===== src/sser_pkg.sv =====
/*
 * Shared constants for the status, error and secondary-data register bank:
 * register indices, field positions, reset values and bus answer codes.
 * Assumes a 32-bit AXI4-Lite register bus with one register per word.
 */
package sser_pkg;

    // ----------
    // bus geometry
    // ----------
    localparam int ADDR_W = 8;
    localparam int DATA_W = 32;
    localparam int IDX_W = 6;
    localparam int IDX_LSB = 2;

    typedef logic [IDX_W-1:0] sser_idx_t;
    typedef logic [7:0] sser_byte_t;

    localparam logic [1:0] RESP_OKAY = 2'h0;
    localparam logic [1:0] RESP_SLVERR = 2'h2;

    // ----------
    // register indices (byte address is four times the index)
    // ----------
    localparam sser_idx_t IDX_PART_IDENTITY = 6'h00;
    localparam sser_idx_t IDX_ERROR_REPORT = 6'h02;
    localparam sser_idx_t IDX_SENSOR_STATUS = 6'h03;
    localparam sser_idx_t IDX_SECONDARY_X_LOW = 6'h0A;
    localparam sser_idx_t IDX_SECONDARY_X_HIGH = 6'h0B;
    localparam sser_idx_t IDX_SECONDARY_Y_LOW = 6'h0C;
    localparam sser_idx_t IDX_SECONDARY_Y_HIGH = 6'h0D;
    localparam sser_idx_t IDX_SECONDARY_Z_LOW = 6'h0E;
    localparam sser_idx_t IDX_SECONDARY_Z_HIGH = 6'h0F;
    localparam sser_idx_t IDX_SECONDARY_R_LOW = 6'h10;
    localparam sser_idx_t IDX_BANK_CONTROL = 6'h3F;

    localparam int SECONDARY_BYTES = 7;

    // ----------
    // error_report fields
    // ----------
    localparam int ERR_FATAL_BIT = 0;
    localparam int ERR_CMD_BIT = 1;
    localparam int ERR_CODE_LSB = 2;
    localparam int ERR_CODE_MSB = 4;
    localparam int ERR_FIFO_BIT = 6;
    localparam int ERR_AUX_BIT = 7;
    localparam logic [2:0] ERR_CODE_NONE = 3'h0;
    localparam logic [2:0] ERR_CODE_ACCEL_CONF = 3'h1;
    localparam sser_byte_t ERROR_REPORT_RESET = 8'h00;

    // ----------
    // sensor_status fields
    // ----------
    localparam int STAT_MAN_OP_BIT = 2;
    localparam int STAT_CMD_RDY_BIT = 4;
    localparam int STAT_DRDY_SEC_BIT = 5;
    localparam int STAT_DRDY_ACC_BIT = 7;
    localparam sser_byte_t SENSOR_STATUS_RESET = 8'h10;

    // ----------
    // bank_control fields
    // ----------
    localparam int CTRL_SOFT_RESET_BIT = 0;
    localparam sser_byte_t SECONDARY_RESET = 8'h00;

    // neutral identity value, chosen arbitrarily
    localparam sser_byte_t PART_IDENTITY_DEFAULT = 8'h5A;

endpackage


===== src/sser_sticky_flag.sv =====
/*
 * One sticky flag: set by a hardware event, cleared by a read or command.
 * Assumes set and clear are single-cycle pulses on the same clock.
 */
`timescale 1ns/1ns
module sser_sticky_flag (
    input wire logic aclk,
    input wire logic aresetn,
    input wire logic set,
    input wire logic clr,
    output logic q
);

    // ----------
    // set beats clear in the same cycle
    // ----------
    always_ff @(posedge aclk) begin
        if (!aresetn) begin
            q <= 1'b0;
        end else if (set) begin
            q <= 1'b1;
        end else if (clr) begin
            q <= 1'b0;
        end
    end

endmodule


===== src/sser_axil_slave.sv =====
/*
 * AXI4-Lite slave front end: takes address and data in either order,
 * issues one-cycle read and write strobes with a register index.
 * Assumes the register file answers rd_data and decode flags
 * combinationally in the strobe cycle.
 */
`timescale 1ns/1ns
module sser_axil_slave
    import sser_pkg::*;
(
    input wire logic aclk,
    input wire logic aresetn,
    input wire logic [sser_pkg::ADDR_W-1:0] s_axi_awaddr,
    input wire logic s_axi_awvalid,
    output logic s_axi_awready,
    input wire logic [sser_pkg::DATA_W-1:0] s_axi_wdata,
    input wire logic [3:0] s_axi_wstrb,
    input wire logic s_axi_wvalid,
    output logic s_axi_wready,
    output logic [1:0] s_axi_bresp,
    output logic s_axi_bvalid,
    input wire logic s_axi_bready,
    input wire logic [sser_pkg::ADDR_W-1:0] s_axi_araddr,
    input wire logic s_axi_arvalid,
    output logic s_axi_arready,
    output logic [sser_pkg::DATA_W-1:0] s_axi_rdata,
    output logic [1:0] s_axi_rresp,
    output logic s_axi_rvalid,
    input wire logic s_axi_rready,
    output logic wr_en,
    output sser_pkg::sser_idx_t wr_idx,
    output logic [7:0] wr_byte,
    output logic wr_lane0,
    input wire logic wr_ok,
    output logic rd_en,
    output sser_pkg::sser_idx_t rd_idx,
    input wire logic [7:0] rd_data,
    input wire logic rd_ok
);

    logic have_aw;
    logic have_w;
    logic ar_take;

    // ----------
    // write channel
    // ----------
    assign wr_en = have_aw && have_w && !s_axi_bvalid;

    always_ff @(posedge aclk) begin
        if (!aresetn) begin
            have_aw <= 1'b0;
            s_axi_awready <= 1'b1;
            wr_idx <= '0;
        end else if (s_axi_awvalid && s_axi_awready) begin
            have_aw <= 1'b1;
            s_axi_awready <= 1'b0;
            wr_idx <= s_axi_awaddr[IDX_LSB +: IDX_W];
        end else if (s_axi_bvalid && s_axi_bready) begin
            have_aw <= 1'b0;
            s_axi_awready <= 1'b1;
        end
    end

    always_ff @(posedge aclk) begin
        if (!aresetn) begin
            have_w <= 1'b0;
            s_axi_wready <= 1'b1;
            wr_byte <= '0;
            wr_lane0 <= 1'b0;
        end else if (s_axi_wvalid && s_axi_wready) begin
            have_w <= 1'b1;
            s_axi_wready <= 1'b0;
            wr_byte <= s_axi_wdata[7:0];
            wr_lane0 <= s_axi_wstrb[0];
        end else if (s_axi_bvalid && s_axi_bready) begin
            have_w <= 1'b0;
            s_axi_wready <= 1'b1;
        end
    end

    always_ff @(posedge aclk) begin
        if (!aresetn) begin
            s_axi_bvalid <= 1'b0;
            s_axi_bresp <= RESP_OKAY;
        end else if (wr_en) begin
            s_axi_bvalid <= 1'b1;
            s_axi_bresp <= wr_ok ? RESP_OKAY : RESP_SLVERR;
        end else if (s_axi_bready) begin
            s_axi_bvalid <= 1'b0;
        end
    end

    // ----------
    // read channel
    // ----------
    assign ar_take = s_axi_arvalid && s_axi_arready;
    assign rd_en = ar_take;
    assign rd_idx = s_axi_araddr[IDX_LSB +: IDX_W];

    always_ff @(posedge aclk) begin
        if (!aresetn) begin
            s_axi_arready <= 1'b1;
            s_axi_rvalid <= 1'b0;
            s_axi_rdata <= '0;
            s_axi_rresp <= RESP_OKAY;
        end else if (ar_take) begin
            s_axi_arready <= 1'b0;
            s_axi_rvalid <= 1'b1;
            s_axi_rdata <= {24'h000000, rd_data};
            s_axi_rresp <= rd_ok ? RESP_OKAY : RESP_SLVERR;
        end else if (s_axi_rvalid && s_axi_rready) begin
            s_axi_arready <= 1'b1;
            s_axi_rvalid <= 1'b0;
        end
    end

endmodule


===== src/sser_regs.sv =====
/*
 * Status, error and secondary-sensor data register bank.
 * Holds identity, error_report, sensor_status and seven secondary data
 * bytes, plus a control word for a soft reset.
 * Assumes event inputs are one-cycle pulses and level inputs are
 * synchronous to aclk; the bus master follows AXI4-Lite.
 */
// The AXI4-Lite interface to the registers was decided locally.
`timescale 1ns/1ns

// Overview of operation
// - identity register at index 0x00 returns a fixed code on every read
// - fatal error bit 0 sets on boot/power failure, cleared only by reset
// - command error bit 1 sets whenever a host command fails
// - bits 4..2 hold a persistent error code, 0 none, 1 accel config
// - bit 6 sets on FIFO stream discard, clears when error register read
// - bit 7 sets on secondary master error, clears on error register read
// - status bit 4 is 0 while a command runs, 1 when ready; reset 0x10
// - status bit 2 is 1 while a manual secondary operation is ongoing
// - status bit 5 sets on new secondary data, clears on secondary read
// - status bit 7 sets on new accel data, clears on accel data read
// - secondary bytes x,y,z little-endian at 0x0A..0x0F, r low at 0x10
module sser_regs
    import sser_pkg::*;
#(
    parameter sser_pkg::sser_byte_t PART_IDENTITY_CODE =
        sser_pkg::PART_IDENTITY_DEFAULT
) (
    input wire logic aclk,
    input wire logic aresetn,
    input wire logic [sser_pkg::ADDR_W-1:0] s_axi_awaddr,
    input wire logic s_axi_awvalid,
    output logic s_axi_awready,
    input wire logic [sser_pkg::DATA_W-1:0] s_axi_wdata,
    input wire logic [3:0] s_axi_wstrb,
    input wire logic s_axi_wvalid,
    output logic s_axi_wready,
    output logic [1:0] s_axi_bresp,
    output logic s_axi_bvalid,
    input wire logic s_axi_bready,
    input wire logic [sser_pkg::ADDR_W-1:0] s_axi_araddr,
    input wire logic s_axi_arvalid,
    output logic s_axi_arready,
    output logic [sser_pkg::DATA_W-1:0] s_axi_rdata,
    output logic [1:0] s_axi_rresp,
    output logic s_axi_rvalid,
    input wire logic s_axi_rready,
    input wire logic fatal_event,
    input wire logic soft_reset_cmd,
    input wire logic cmd_fail_event,
    input wire logic cmd_busy,
    input wire logic [2:0] error_code_in,
    input wire logic fifo_discard_event,
    input wire logic secondary_error_event,
    input wire logic secondary_manual_op_active,
    input wire logic secondary_data_valid,
    input wire logic [8*sser_pkg::SECONDARY_BYTES-1:0] secondary_data_in,
    input wire logic accel_data_valid,
    input wire logic accel_data_read,
    output logic soft_reset_pulse
);

    // ----------
    // bus front end
    // ----------
    logic wr_en;
    sser_idx_t wr_idx;
    sser_byte_t wr_byte;
    logic wr_lane0;
    logic wr_ok;
    logic rd_en;
    sser_idx_t rd_idx;
    sser_byte_t rd_data;
    logic rd_ok;

    sser_axil_slave u_bus (
        .aclk(aclk),
        .aresetn(aresetn),
        .s_axi_awaddr(s_axi_awaddr),
        .s_axi_awvalid(s_axi_awvalid),
        .s_axi_awready(s_axi_awready),
        .s_axi_wdata(s_axi_wdata),
        .s_axi_wstrb(s_axi_wstrb),
        .s_axi_wvalid(s_axi_wvalid),
        .s_axi_wready(s_axi_wready),
        .s_axi_bresp(s_axi_bresp),
        .s_axi_bvalid(s_axi_bvalid),
        .s_axi_bready(s_axi_bready),
        .s_axi_araddr(s_axi_araddr),
        .s_axi_arvalid(s_axi_arvalid),
        .s_axi_arready(s_axi_arready),
        .s_axi_rdata(s_axi_rdata),
        .s_axi_rresp(s_axi_rresp),
        .s_axi_rvalid(s_axi_rvalid),
        .s_axi_rready(s_axi_rready),
        .wr_en(wr_en),
        .wr_idx(wr_idx),
        .wr_byte(wr_byte),
        .wr_lane0(wr_lane0),
        .wr_ok(wr_ok),
        .rd_en(rd_en),
        .rd_idx(rd_idx),
        .rd_data(rd_data),
        .rd_ok(rd_ok)
    );

    // ----------
    // decode helpers
    // ----------
    function automatic logic is_secondary(input sser_idx_t idx);
        return idx >= IDX_SECONDARY_X_LOW && idx <= IDX_SECONDARY_R_LOW;
    endfunction

    function automatic logic is_mapped(input sser_idx_t idx);
        return idx == IDX_PART_IDENTITY || idx == IDX_ERROR_REPORT ||
            idx == IDX_SENSOR_STATUS || idx == IDX_BANK_CONTROL ||
            is_secondary(idx);
    endfunction

    logic rd_error_report;
    logic rd_secondary;
    logic ctrl_write;
    logic soft_reset_now;

    assign rd_error_report = rd_en && rd_idx == IDX_ERROR_REPORT;
    assign rd_secondary = rd_en && is_secondary(rd_idx);
    assign ctrl_write = wr_en && wr_lane0 && wr_idx == IDX_BANK_CONTROL;
    assign soft_reset_now = soft_reset_cmd ||
        (ctrl_write && wr_byte[CTRL_SOFT_RESET_BIT]);

    // writes to read-only registers are accepted and dropped
    assign wr_ok = is_mapped(wr_idx);
    assign rd_ok = is_mapped(rd_idx);

    // ----------
    // soft reset strobe
    // ----------
    always_ff @(posedge aclk) begin
        if (!aresetn) begin
            soft_reset_pulse <= 1'b0;
        end else begin
            soft_reset_pulse <= soft_reset_now;
        end
    end

    // ----------
    // error_report flags
    // ----------
    logic fatal_err;
    logic cmd_err;
    logic fifo_err;
    logic secondary_err;
    logic [2:0] error_code;

    sser_sticky_flag u_fatal (
        .aclk(aclk),
        .aresetn(aresetn),
        .set(fatal_event),
        .clr(soft_reset_now),
        .q(fatal_err)
    );

    sser_sticky_flag u_cmd (
        .aclk(aclk),
        .aresetn(aresetn),
        .set(cmd_fail_event),
        .clr(soft_reset_now),
        .q(cmd_err)
    );

    sser_sticky_flag u_fifo (
        .aclk(aclk),
        .aresetn(aresetn),
        .set(fifo_discard_event),
        .clr(rd_error_report || soft_reset_now),
        .q(fifo_err)
    );

    sser_sticky_flag u_sec_err (
        .aclk(aclk),
        .aresetn(aresetn),
        .set(secondary_error_event),
        .clr(rd_error_report || soft_reset_now),
        .q(secondary_err)
    );

    // persistent code follows its source, no clear on read
    always_ff @(posedge aclk) begin
        if (!aresetn) begin
            error_code <= ERR_CODE_NONE;
        end else begin
            error_code <= error_code_in;
        end
    end

    // ----------
    // sensor_status flags
    // ----------
    logic cmd_ready;
    logic manual_op;
    logic drdy_secondary;
    logic drdy_accel;

    always_ff @(posedge aclk) begin
        if (!aresetn) begin
            cmd_ready <= SENSOR_STATUS_RESET[STAT_CMD_RDY_BIT];
        end else begin
            cmd_ready <= !cmd_busy;
        end
    end

    always_ff @(posedge aclk) begin
        if (!aresetn) begin
            manual_op <= SENSOR_STATUS_RESET[STAT_MAN_OP_BIT];
        end else begin
            manual_op <= secondary_manual_op_active;
        end
    end

    sser_sticky_flag u_drdy_sec (
        .aclk(aclk),
        .aresetn(aresetn),
        .set(secondary_data_valid),
        .clr(rd_secondary),
        .q(drdy_secondary)
    );

    sser_sticky_flag u_drdy_acc (
        .aclk(aclk),
        .aresetn(aresetn),
        .set(accel_data_valid),
        .clr(accel_data_read),
        .q(drdy_accel)
    );

    // ----------
    // secondary data bytes
    // ----------
    sser_byte_t secondary_data [SECONDARY_BYTES];

    always_ff @(posedge aclk) begin
        if (!aresetn) begin
            for (int i = 0; i < SECONDARY_BYTES; i++) begin
                secondary_data[i] <= SECONDARY_RESET;
            end
        end else if (secondary_data_valid) begin
            for (int i = 0; i < SECONDARY_BYTES; i++) begin
                secondary_data[i] <= secondary_data_in[8*i +: 8];
            end
        end
    end

    // ----------
    // register images and read mux
    // ----------
    sser_byte_t error_report;
    sser_byte_t sensor_status;
    sser_idx_t sec_offset;

    always_comb begin
        error_report = ERROR_REPORT_RESET;
        error_report[ERR_FATAL_BIT] = fatal_err;
        error_report[ERR_CMD_BIT] = cmd_err;
        error_report[ERR_CODE_MSB:ERR_CODE_LSB] = error_code;
        error_report[ERR_FIFO_BIT] = fifo_err;
        error_report[ERR_AUX_BIT] = secondary_err;
    end

    always_comb begin
        sensor_status = 8'h00;
        sensor_status[STAT_MAN_OP_BIT] = manual_op;
        sensor_status[STAT_CMD_RDY_BIT] = cmd_ready;
        sensor_status[STAT_DRDY_SEC_BIT] = drdy_secondary;
        sensor_status[STAT_DRDY_ACC_BIT] = drdy_accel;
    end

    assign sec_offset = rd_idx - IDX_SECONDARY_X_LOW;

    always_comb begin
        rd_data = 8'h00;
        if (rd_idx == IDX_PART_IDENTITY) begin
            rd_data = PART_IDENTITY_CODE;
        end else if (rd_idx == IDX_ERROR_REPORT) begin
            rd_data = error_report;
        end else if (rd_idx == IDX_SENSOR_STATUS) begin
            rd_data = sensor_status;
        end else if (is_secondary(rd_idx)) begin
            rd_data = secondary_data[sec_offset[2:0]];
        end
    end

endmodule


===== config.mk =====
export PLATFORM = sky130hd
export DESIGN_NAME = sser_regs
export DESIGN_NICKNAME = d
export VERILOG_FILES = /design/src/sser_pkg.sv /design/src/sser_sticky_flag.sv /design/src/sser_axil_slave.sv /design/src/sser_regs.sv
export SDC_FILE = /design/constraint.sdc
export NUM_CORES = 1
export LEC_CHECK = 0
export ABC_CLOCK_PERIOD_IN_PS = 2100
export BUFFER_PORTS_ARGS = -buffer_cell sky130_fd_sc_hd__buf_4
export CAP_MARGIN = 20
export CELL_PAD_IN_SITES_DETAIL_PLACEMENT = 0
export CELL_PAD_IN_SITES_GLOBAL_PLACEMENT = 1
export CORE_MARGIN = 2
export CORE_UTILIZATION = 35
export CTS_BUF_LIST = sky130_fd_sc_hd__clkbuf_4 sky130_fd_sc_hd__clkbuf_8 sky130_fd_sc_hd__clkbuf_16
export DETAILED_ROUTE_END_ITERATION = 12
export PLACE_DENSITY = 0.83
export SLEW_MARGIN = 20
export SYNTH_ARGS = -nofsm -noshare
export SYNTH_HDL_FRONTEND = slang
export SYNTH_HIERARCHICAL = 1
export SYNTH_SLANG_ARGS = --single-unit

===== constraint.sdc =====
create_clock -name aclk -period 2.1 [get_ports aclk]
set_input_delay 0.105 -clock aclk [delete_from_list [all_inputs] [get_ports aclk]]
set_output_delay 0.105 -clock aclk [all_outputs]
set_load 0.005 [all_outputs]

==> impl_metrics.toml <==
[outcome]
outcome = "finished clean"

[detailed_routing]
drt.antenna.violating_nets = 0
route.detailed.drc = 0
dr.pass1.iters = 4
drtIter0Drc = 149
drt-total-wl_mm = 10.1
routed_via_density = 4.74
routedWlPerCell_um = 14.9
vias = 3201

[min_path]
hp-start = "s_axi_awaddr[6]"
worstHoldPathType = "primary input to register"

[synth]
yosys_warnings = 6
syn_inst = 404
synthesis.area_per_instance_um2 = 11.4
netlist_area_mm2 = 0.00462

[floorplan]
die_area_mm2 = 0.0141
initial_core_util = 0.361
core_area_mm2 = 0.0128
boundaryPins = 170
fp.dieW_um = 119
rows = 41
dieHeight_um = 119

[worst_setup_path]
crit_chain = "and3b_1, and4_1, a21oi_1, o31ai_1, buf_4, nor2b_4, o21a_1"
worstReg2RegEnd = "u_fifo/q"
cp.required_ps = 2390
cp-start-kind = "register"
slowest_delay_ps = 450
r2r_setup_slack_ps = 370
startpoint = "u_bus/s_axi_bvalid"
timing.rr.start = "u_bus/s_axi_bvalid"
crit_arrival_ps = 2020
critPathKind = "register to register"
crit_end = "u_fifo/q"
worst_setup_path_end_kind = "register"
path_max_fanout = 8
rr_worst_depth = 7
slowest_stage = "dfxtp_1"

[sta]
setup_viol = 0
finalMaxSlewViolations = 0
post-route-min-period_ps = 1730
rsz0062_at_grt = "false"
clock_skew_ps = 9.60
worst_slew_pin_slew_ps = 580
setup_slack_ps = 366
relSlewSlack = 0.613
max_freq_ghz = 0.577
fin_setup_tns_ps = 0
hold_slack_ps = 30.5
hold_violations = 0
fin_crit_sh = 0.826

[clock_network]
clkSinkCount = 93
numCtsBuffers = 9
cts_resized = 0
hold_buffers = 10
insertion_delay_ps = 340
clock_tree.root_cell = "clkbuf_16"
h-tree-depth = 3
tritoncts = "built"
clockBufferDepth = 2
postCtsSetupBuffers = 0
clk_pin_slew_ps = 60

[grt]
grt_overflow = 0
grt_max_degree = 54
track_usage = 0.143
grt_pass1_vias = 3227
grt_pass1_wl_mm = 16.0
antenna_found_initial = 0

[placed_design]
io_buffer_count = 105
gp_congestion = 0.799
place_ws_ps = 269
placed_cells = 650
place_area_mm2 = 0.00533
hpwlAfterDp_mm = 7.37

[power_and_ir_drop]
totalPowerFinal_mw = 4.40
power_frac_comb = 0.123
internal-power_mw = 3.40
sequentialPowerShare = 0.483
power_density_mw_per_mm2 = 764
switchingPower_mw = 0.994
clock_power_share = 0.394
swShare = 0.226
vdd_drop_max_uv = 430
power.leakage_nw = 2.54

[finish]
multi_input_area_mm2 = 0.00180
final_common_cell = "buf_4"
finalNetCount = 628
diodes = 0
area_growth_pct = 24.6
postLayoutCellArea_mm2 = 0.00575
seqCellArea_mm2 = 0.00242
final_cell_mix = "buf_4, edfxtp_1, and3_1, dfxtp_1, conb_1"
final_cells = 676
num-fill-cells = 1194
layout-drive-gt1-share = 0.310
utilization = 0.450

[run]
cap_violations = 0
-- registers in the layout, summed over array words and instances (netlist names), 3 cells and up --
name,count
secondary_data,56
u_bus/s_axi_rdata,8
u_bus/wr_idx,6
error_code,3
-- layout make-up --
cell class / count / area share
multi-input cells: 263 / 0.313
well taps: 172 / 0.0374
clock buffers: 9 / 0.0392
flip-flops and latches: 93 / 0.421
repair buffers: 123 / 0.167
clock inverters: 7 / 0.0165
inverters: 9 / 0.00587
-- worst min-delay path by stage --
stage	to	slack (ps)	depth (start not counted)
global route	u_bus/wr_byte[0]	30	3
global placement	cmd_ready	280	2
floorplan	cmd_ready	170	1
finish	u_bus/wr_idx[4]	30	3
detailed placement	cmd_ready	280	2
CTS	u_bus/wr_byte[0]	20	3
-- routing by layer --
layer / track usage / part of all wire / vias up
met4: 0.0313 / 0.0071 / 0
met3: 0.0417 / 0.065 / 9
li1: - / - / 1603
met2: 0.240 / 0.49 / 107
met5: 0 / 0 / -
met1: 0.184 / 0.44 / 1482
-- power groups by stage --
stage | clock network, mW | logic [mW] | registers, mW
2_1_floorplan | 0 | 0.363 | 2.14
3_3_place_gp | 0 | 0.516 | 2.16
3_5_place_dp | 0 | 0.528 | 2.16
4_1_cts | 1.77 | 0.545 | 2.12
5_1_grt | 1.83 | 0.595 | 2.14
6_report | 1.73 | 0.540 | 2.12
-- critical path, delay by kind of cell (launching register included) --
kind | cells | cell delay (ps)
compound gates | 3 | 550
buf+inv | 1 | 180
flops | 1 | 450
simple gates | 3 | 510
No activity file was read; power rests on OpenSTA's default activity.
